[src/design/ces_pkg.sv]
`default_nettype none

package ces_pkg;

    // ------------------------------------------------------------
    // clock and timing
    // ------------------------------------------------------------
    localparam int unsigned CLK_HZ = 50_000_000;
    localparam int unsigned SLOW_WAIT_S = 20;
    localparam int unsigned SLOW_WAIT_CYC = SLOW_WAIT_S * CLK_HZ;
    localparam int unsigned FLASH_HALF_MS = 500;
    localparam int unsigned FLASH_HALF_CYC = (CLK_HZ / 1000) * FLASH_HALF_MS;

    // ------------------------------------------------------------
    // register map (byte addresses)
    // ------------------------------------------------------------
    localparam logic [7:0] OFS_CTRL = 8'h00;
    localparam logic [7:0] OFS_STATUS = 8'h04;
    localparam logic [7:0] OFS_ERRCODE = 8'h08;
    localparam logic [7:0] OFS_USERERR = 8'h0C;

    localparam int CTRL_RUN_BIT = 0;
    localparam int CTRL_CLEAR_BIT = 1;
    localparam logic CTRL_RUN_RST = 1'b1;
    localparam int USER_FATAL_BIT = 16;
    localparam int USER_NUM_MSB = 8;
    localparam logic [15:0] USER_FATAL_BASE = 16'hC100;
    localparam logic [15:0] USER_NONFATAL_BASE = 16'h4100;
    localparam logic [15:0] CODE_NONE = 16'h0000;

    // status word layout
    localparam int ST_STATE_LSB = 0;
    localparam int ST_LAMP_LSB = 4;
    localparam int ST_TOOL_BIT = 7;
    localparam int ST_OUTOFF_BIT = 8;
    localparam int ST_NONFATAL_BIT = 9;
    localparam int ST_PWRDN_BIT = 10;

    // ------------------------------------------------------------
    // types
    // ------------------------------------------------------------
    typedef enum logic [2:0] {
        CES_STANDBY   = 3'b000,
        CES_CFG_STBY  = 3'b001,
        CES_IDLE      = 3'b010,
        CES_RUN       = 3'b011,
        CES_FATAL     = 3'b100,
        CES_CPU_ERR   = 3'b101,
        CES_CPU_RESET = 3'b110
    } ces_state_e;

    typedef struct packed {
        logic rdy;
        logic run;
        logic err;
    } ces_lamp_s;

    localparam ces_lamp_s LAMPS_OFF = 3'b000;

endpackage

`default_nettype wire

[src/design/ces_error_status.sv]
// Operation
// - watchdog timeout in run: only fault lit, no code, tool refused
// - fatal error: ready and fault lit, run off, tool still accepted
// - cpu reset: all lamps off, no flag or code, tool refused
// - expansion rack power loss: stop and run own power-down procedure
// - cyclic servicing starts only after every module is recognised
// - run startup mode: standby with lamps off until modules recognised
// - power-on config error: standby, fault lit, left only by power-up
// - slow expansion unit attached: standby extended for 20 s recognition
// - simultaneous errors: only the most serious code is stored
// - fatal error clears io memory unless raised by user fatal instruction
// - whenever operation stops all outputs are forced off
// - non-fatal error: keep running, ready and run lit, fault flashing
`timescale 1ns/1ps
`default_nettype none

module ces_error_status #(
    parameter int unsigned SLOW_WAIT = ces_pkg::SLOW_WAIT_CYC,
    parameter int unsigned FLASH_HALF = ces_pkg::FLASH_HALF_CYC
) (
    input wire logic hclk,
    input wire logic hresetn,
    input wire logic hsel,
    input wire logic [31:0] haddr,
    input wire logic [1:0] htrans,
    input wire logic hwrite,
    input wire logic [2:0] hsize,
    input wire logic [31:0] hwdata,
    input wire logic hready,
    output logic [31:0] hrdata,
    output logic hreadyout,
    output logic hresp,
    input wire logic mods_recognised,
    input wire logic slow_unit_present,
    input wire logic cfg_error,
    input wire logic wdt_timeout,
    input wire logic cpu_reset_cond,
    input wire logic rack_power_lost,
    input wire logic fatal_valid,
    input wire logic [15:0] fatal_code,
    input wire logic nonfatal_valid,
    input wire logic [15:0] nonfatal_code,
    output var ces_pkg::ces_lamp_s lamps,
    output logic tool_connect_ok,
    output logic cycle_enable,
    output logic outputs_off,
    output logic io_mem_clear,
    output logic power_down_req,
    output logic [15:0] error_code_word
);
    import ces_pkg::*;

    // ------------------------------------------------------------
    // ahb-lite slave
    // ------------------------------------------------------------
    logic dp_wr_reg;
    logic [7:0] dp_addr_reg;
    logic ctrl_run_reg;
    logic [31:0] rdata_reg;
    logic [31:0] status_word;
    logic [31:0] rdata_next;
    wire addr_phase = hsel && htrans[1] && hready;
    wire word_ok = (hsize == 3'h2) && (haddr[31:8] == 24'h000000);
    wire wr_ctrl = dp_wr_reg && (dp_addr_reg == OFS_CTRL);
    wire wr_user = dp_wr_reg && (dp_addr_reg == OFS_USERERR);
    wire err_clear = wr_ctrl && hwdata[CTRL_CLEAR_BIT];
    wire [8:0] user_num = hwdata[USER_NUM_MSB:0];
    wire user_ev = wr_user && (user_num != 9'h000);
    wire user_fatal = user_ev && hwdata[USER_FATAL_BIT];
    wire user_nonfatal = user_ev && !hwdata[USER_FATAL_BIT];
    wire [15:0] user_code = (hwdata[USER_FATAL_BIT] ? USER_FATAL_BASE
                            : USER_NONFATAL_BASE) + {7'h00, user_num};

    // unmapped addresses read zero; writes there are dropped
    always_comb begin
        if (haddr[7:0] == OFS_CTRL) begin
            rdata_next = {31'h0, ctrl_run_reg};
        end else if (haddr[7:0] == OFS_STATUS) begin
            rdata_next = status_word;
        end else if (haddr[7:0] == OFS_ERRCODE) begin
            rdata_next = {16'h0000, error_code_word};
        end else begin
            rdata_next = 32'h00000000;
        end
    end

    always_ff @(posedge hclk or negedge hresetn) begin
        if (!hresetn) begin
            dp_wr_reg <= 1'b0;
            dp_addr_reg <= 8'h00;
            rdata_reg <= 32'h00000000;
        end else begin
            dp_wr_reg <= addr_phase && hwrite && word_ok;
            dp_addr_reg <= haddr[7:0];
            if (addr_phase && !hwrite) begin
                rdata_reg <= word_ok ? rdata_next : 32'h00000000;
            end
        end
    end

    always_ff @(posedge hclk or negedge hresetn) begin
        if (!hresetn) begin
            ctrl_run_reg <= CTRL_RUN_RST;
        end else if (wr_ctrl) begin
            ctrl_run_reg <= hwdata[CTRL_RUN_BIT];
        end
    end

    assign hrdata = rdata_reg;
    assign hreadyout = 1'b1;
    assign hresp = 1'b0;

    // ------------------------------------------------------------
    // recognition wait and lamp flash divider
    // ------------------------------------------------------------
    logic [31:0] wait_cnt_reg;
    logic [31:0] flash_cnt_reg;
    logic flash_reg;
    wire wait_done = (wait_cnt_reg >= SLOW_WAIT);
    wire all_seen = mods_recognised
                    && (!slow_unit_present || wait_done);
    wire flash_tick = (flash_cnt_reg >= FLASH_HALF - 1);

    always_ff @(posedge hclk or negedge hresetn) begin
        if (!hresetn) begin
            wait_cnt_reg <= 32'h00000000;
        end else if (!wait_done) begin
            wait_cnt_reg <= wait_cnt_reg + 32'h00000001;
        end
    end

    always_ff @(posedge hclk or negedge hresetn) begin
        if (!hresetn) begin
            flash_cnt_reg <= 32'h00000000;
            flash_reg <= 1'b0;
        end else if (flash_tick) begin
            flash_cnt_reg <= 32'h00000000;
            flash_reg <= !flash_reg;
        end else begin
            flash_cnt_reg <= flash_cnt_reg + 32'h00000001;
        end
    end

    // ------------------------------------------------------------
    // error state machine
    // ------------------------------------------------------------
    ces_state_e state_reg;
    ces_state_e state_next;
    logic nonfatal_reg;
    logic pwrdn_reg;
    logic io_clear_reg;
    logic [15:0] code_reg;
    logic [15:0] code_next;
    wire operating = (state_reg == CES_RUN) || (state_reg == CES_IDLE);
    wire power_ev = rack_power_lost;
    wire hard_ev = power_ev || cpu_reset_cond;
    wire wdt_ev = wdt_timeout && (state_reg == CES_RUN) && !hard_ev;
    wire err_ok = operating && !hard_ev && !wdt_ev;
    wire fatal_ev = err_ok && (fatal_valid || user_fatal);
    wire nf_ev = err_ok && (nonfatal_valid || user_nonfatal);

    // most serious code of those raised this cycle
    wire [15:0] cand_f = fatal_valid ? fatal_code : CODE_NONE;
    wire [15:0] cand_u = user_ev ? user_code : CODE_NONE;
    wire [15:0] cand_n = nonfatal_valid ? nonfatal_code : CODE_NONE;
    wire [15:0] max_fu = (cand_f >= cand_u) ? cand_f : cand_u;
    wire [15:0] max_all = (max_fu >= cand_n) ? max_fu : cand_n;

    always_comb begin
        state_next = state_reg;
        case (state_reg)
            CES_STANDBY: begin
                if (cfg_error) begin
                    state_next = CES_CFG_STBY;
                end else if (all_seen) begin
                    state_next = ctrl_run_reg ? CES_RUN : CES_IDLE;
                end
            end
            CES_CFG_STBY: begin
                state_next = CES_CFG_STBY;
            end
            CES_IDLE, CES_RUN: begin
                if (fatal_ev) begin
                    state_next = CES_FATAL;
                end else if (state_reg == CES_IDLE && wr_ctrl
                             && hwdata[CTRL_RUN_BIT]) begin
                    state_next = CES_RUN;
                end else if (state_reg == CES_RUN && wr_ctrl
                             && !hwdata[CTRL_RUN_BIT]) begin
                    state_next = CES_IDLE;
                end
            end
            CES_FATAL: begin
                if (err_clear) begin
                    state_next = CES_IDLE;
                end
            end
            default: begin
                state_next = state_reg;
            end
        endcase
        if (hard_ev && state_reg != CES_CFG_STBY) begin
            state_next = CES_CPU_RESET;
        end else if (wdt_ev) begin
            state_next = CES_CPU_ERR;
        end
    end

    // code is set only by fatal and non-fatal events and is cleared by an error clear while in fatal or while a non-fatal error is flagged
    always_comb begin
        code_next = code_reg;
        if (fatal_ev || nf_ev) begin
            code_next = max_all;
        end else if (err_clear && !wdt_ev
                     && (state_reg == CES_FATAL || nonfatal_reg)) begin
            code_next = CODE_NONE;
        end
    end

    always_ff @(posedge hclk or negedge hresetn) begin
        if (!hresetn) begin
            state_reg <= CES_STANDBY;
            code_reg <= CODE_NONE;
        end else begin
            state_reg <= state_next;
            code_reg <= code_next;
        end
    end

    // set beats clear so a fresh event is never lost
    always_ff @(posedge hclk or negedge hresetn) begin
        if (!hresetn) begin
            nonfatal_reg <= 1'b0;
            pwrdn_reg <= 1'b0;
            io_clear_reg <= 1'b0;
        end else begin
            if (nf_ev && !fatal_ev) begin
                nonfatal_reg <= 1'b1;
            end else if (err_clear || !operating) begin
                nonfatal_reg <= 1'b0;
            end
            if (power_ev) begin
                pwrdn_reg <= 1'b1;
            end
            io_clear_reg <= fatal_ev && fatal_valid;
        end
    end

    // ------------------------------------------------------------
    // lamps and outputs
    // ------------------------------------------------------------
    ces_lamp_s lamps_reg;
    ces_lamp_s lamps_next;
    logic tool_reg;
    logic outoff_reg;

    always_comb begin
        lamps_next = LAMPS_OFF;
        case (state_reg)
            CES_CFG_STBY: lamps_next = 3'b001;
            CES_IDLE: lamps_next = {2'b10, nonfatal_reg && flash_reg};
            CES_RUN: lamps_next = {2'b11, nonfatal_reg && flash_reg};
            CES_FATAL: lamps_next = 3'b101;
            CES_CPU_ERR: lamps_next = 3'b001;
            default: lamps_next = LAMPS_OFF;
        endcase
    end

    always_ff @(posedge hclk or negedge hresetn) begin
        if (!hresetn) begin
            lamps_reg <= LAMPS_OFF;
            tool_reg <= 1'b0;
            outoff_reg <= 1'b1;
        end else begin
            lamps_reg <= lamps_next;
            tool_reg <= (state_reg != CES_CPU_ERR)
                        && (state_reg != CES_CPU_RESET);
            outoff_reg <= (state_reg != CES_RUN);
        end
    end

    assign lamps = lamps_reg;
    assign tool_connect_ok = tool_reg;
    assign outputs_off = outoff_reg;
    assign cycle_enable = (state_reg == CES_RUN) && !outoff_reg;
    assign io_mem_clear = io_clear_reg;
    assign power_down_req = pwrdn_reg;
    assign error_code_word = code_reg;
    assign status_word = {21'h0, pwrdn_reg, nonfatal_reg, outoff_reg,
                          tool_reg, lamps_reg, 1'b0, state_reg};
endmodule // ces_error_status

`default_nettype wire

[config.mk]
export PLATFORM = sky130hd
export DESIGN_NAME = ces_error_status
export DESIGN_NICKNAME = d
export VERILOG_FILES = /design/src/design/ces_pkg.sv /design/src/design/ces_error_status.sv
export SDC_FILE = /design/constraint.sdc
export NUM_CORES = 1
export LEC_CHECK = 0
export ABC_AREA = 1
export ABC_CLOCK_PERIOD_IN_PS = 3710
export BUFFER_PORTS_ARGS = -buffer_cell sky130_fd_sc_hd__buf_2
export CAP_MARGIN = 10
export CORE_ASPECT_RATIO = 1.4
export CORE_UTILIZATION = 50
export CTS_CLUSTER_DIAMETER = 100
export DETAILED_ROUTE_END_ITERATION = 16
export PLACE_DENSITY = 0.87
export SETUP_SLACK_MARGIN = 0.5
export SYNTH_ARGS = -nofsm -noshare
export SYNTH_HDL_FRONTEND = slang
export SYNTH_SLANG_ARGS = --single-unit
[constraint.sdc]
create_clock -name hclk -period 3.71 [get_ports hclk]
set_clock_uncertainty 0.2 [all_clocks]
set_input_delay 0.371 -clock hclk [delete_from_list [all_inputs] [get_ports hclk]]
set_output_delay 0.371 -clock hclk [all_outputs]
set_load 0.05 [all_outputs]
==> impl_metrics.env <==
export IMPL_status="complete, but fails checks"
export IMPL_violations="setup timing"
export IMPL_dieArea_um2=16100
export IMPL_ant_nets=0
export IMPL_hold_path_end="dp_wr_reg"
export IMPL_wl_per_cell_um=14.4
export IMPL_place_area_um2=9060
export IMPL_synth_ff_type="dfrtp_1"
export IMPL_syn_area_um2=7780
export IMPL_max_freq_ghz=0.250
export IMPL_async_flop_share_pct=100
export IMPL_setup_slack_ps=-295
export IMPL_fin_crit_sh_pct=108
export IMPL_hold_depth=4
export IMPL_min_period_ps=4000
export IMPL_ir_drop_mv=0.335
export IMPL_io_buffer_count=130
export IMPL_dp_cells=1396
export IMPL_yosys_area_top_type="dfrtp_1"
export IMPL_cp_end_kind="register"
export IMPL_rows=53
export IMPL_cts_htree_levels=4
export IMPL_grt_pass1_vias=7643
export IMPL_start_util_pct=51.5
export IMPL_insertion_delay_ps=410
export IMPL_required_ps=3810
export IMPL_antenna_found_initial=0
export IMPL_crit_type="register to register"
export IMPL_grt_max_degree=65
export IMPL_synth_most_common_cell="nand2_1"
export IMPL_finalMaxSlewViolations=0
export IMPL_power_density_nw_per_um2=365
export IMPL_hold_viol=0
export IMPL_synth_seq_cells=118
export IMPL_reg2reg_slack_ps=-290
export IMPL_path_clk_slew_ps=60
export IMPL_netlist_instances=1028
export IMPL_final_setup_tns_ps=-3660
export IMPL_drc_errors=0
export IMPL_whs_ps=12.9
export IMPL_cts_buffers=17
export IMPL_synth_edf_count=0
export IMPL_reg2reg_depth=27
export IMPL_fin_cells=1448
export IMPL_register_area_um2=2960
export IMPL_relSlewSlack_pct=41.6
export IMPL_wl_mm=20.9
export IMPL_setup_violations_final=16
export IMPL_synth_area_leaders="dfrtp_1 (37%), nand2_1 (13%), nand3_1 (5.3%)"
export IMPL_hold_class="input port to register"
export IMPL_critPathMaxFanout=12
export IMPL_grt_overflow=0
export IMPL_grt_pass1_wl_mm=34.1
export IMPL_ys_types=52
export IMPL_vias=7731
export IMPL_drt_iter0_markers=473
export IMPL_dp_hpwl_mm=15.9
export IMPL_multiInputGateArea_um2=4330
export IMPL_total_power_mw=3.62
export IMPL_antenna_cells=0
export IMPL_cp_arrival_ps=4110
export IMPL_fp_dieW_um=107
export IMPL_stdcell_area_um2=9930
export IMPL_rsz0062_at_grt="yes"
export IMPL_rr_endpoint="error_code_word[2]"
export IMPL_r2r_start="dp_addr_reg[6]"
export IMPL_num_io_pins=172
export IMPL_worstMarginPinSlew_ps=869
export IMPL_cp_start_kind="register"
export IMPL_grtUsageTotal_pct=27.2
export IMPL_leakagePower_nw=5.06
export IMPL_cts_buffer_depth=2
export IMPL_synth_avg_cell_area_um2=7.57
export IMPL_max_cap_violations=0
export IMPL_yosys_warnings=0
export IMPL_vias_per_cell=5.34
export IMPL_cts_tree="done"
export IMPL_clock_sinks=118
export IMPL_ctsRootBufferMaster="clkbuf_16"
export IMPL_fin_nets=1388
export IMPL_synth_seq_area_share_pct=38.0
export IMPL_synth_commonest_cells="nand2_1 (261), dfrtp_1 (116), nor2_1 (107), inv_1 (103), nand3_1 (82)"
export IMPL_dr_pass1_iters=7
export IMPL_synth_top_area_share_pct=37.3
export IMPL_nFillCells=1256
export IMPL_core_um2=15100
export IMPL_hold_start="haddr[18]"
export IMPL_drive_above_1_share_pct=26.8
export IMPL_area_growth_pct=27.6
export IMPL_gp_congestion=0.970
export IMPL_die_height_um=150
==> layer usage <==
layer	part of all wire, %	global-route usage (%)
met3	4.9	4.53
met5	0	0
met2	52	49.7
met4	5.5	17.3
met1	37	28.6
==> what timing repair did <==
item | CTS | global route
endpoints found under the setup margin | 16 | 16
cloned | 1 | 1
setup buffers | 3 | 4
hold endpoints to repair | 72 | 0
resized for setup | 7 | 17
pin swaps | 3 | 9
hold buffers | 11 | 0
==> cell type report <==
type	instances	share of cell area, %
tap	192	2.42
clock buffer	17	4.28
clock inverter	15	1.61
timing repair buffer	217	13.9
multi-input combinational	773	43.6
sequential	118	29.8
inverter	116	4.46
==> placed cells by master, fill, tap and decap left out, types with 11 or more instances in the layout <==
| cell | n |
|---|---|
| nand2_1 | 254 |
| buf_2 | 129 |
| dfrtp_1 | 116 |
| inv_1 | 102 |
| nor2_1 | 97 |
| nand3_1 | 79 |
| buf_4 | 71 |
| nand4_1 | 52 |
| xor2_1 | 33 |
| ha_1 | 28 |
| conb_1 | 25 |
| a21oi_1 | 22 |
| nor3_1 | 22 |
| o21ai_0 | 17 |
| nand3_2 | 17 |
| clkbuf_16 | 17 |
| nor2_2 | 15 |
| nor4_1 | 15 |
| o21ai_1 | 14 |
| nand2_2 | 13 |
| dlygate4sd3_1 | 11 |
==> how the worst max path moves through the flow <==
stage	slack, ps	to	startpoint	depth (start not counted)
finish	-290	error_code_word[2]	dp_addr_reg[6]	27
global route	-530	error_code_word[5]	dp_addr_reg[6]	27
CTS	-200	error_code_word[3]	dp_addr_reg[0]	29
detailed placement	-230	error_code_word[3]	dp_addr_reg[6]	30
global placement	-170	error_code_word[2]	dp_addr_reg[4]	30
floorplan	120	error_code_word[8]	dp_addr_reg[4]	29
==> worst max-delay path, stage by stage (launching register included) <==
cell	delay [ps]
dfrtp_1	370
inv_1	50
nand2_1	80
nor2_4	150
nand2_4	80
buf_4	130
nor2_1	70
buf_4	140
inv_1	40
ha_1	280
a21oi_1	180
a21oi_1	110
nor2_2	220
buf_4	230
nand4_1	140
and2_1	190
ha_1	200
inv_1	70
a21oi_2	60
o21ai_2	170
nand2_1	80
nand2_1	70
nand2_2	80
nand3_2	100
buf_12	140
nand3_1	100
nand3_1	100
nand2_1	50
==> through the flow <==
step	setup WS [ps]	util [%]
final	-295	65.7
after global routing	-533	65.7
after CTS	-198	64.9
after detailed placement	-228	59.9
after global placement	-166	59.9
after floorplan	121	-
==> where the power goes <==
group	internal, mW	total [mW]	leakage, nW	switching, mW
registers	1.33	1.37	1.56	0.0420
clock network	0.952	1.61	0.288	0.662
logic	0.231	0.640	3.20	0.409
==> cell families (layout without fill, tap and decap cells) <==
| kind of cell | after synthesis | in the layout | synth area share [%] |
|---|---|---|---|
| simple gates | 602 | 603 | 37.2 |
| buf+inv | 161 | 365 | 9.48 |
| flops | 118 | 118 | 38.0 |
| compound gates | 73 | 73 | 5.63 |
| xor+xnor | 41 | 41 | 4.61 |
| fa+ha+maj | 31 | 31 | 4.98 |
| other cells | 2 | 25 | 0.0965 |
Power figures use the tool's default switching activity.
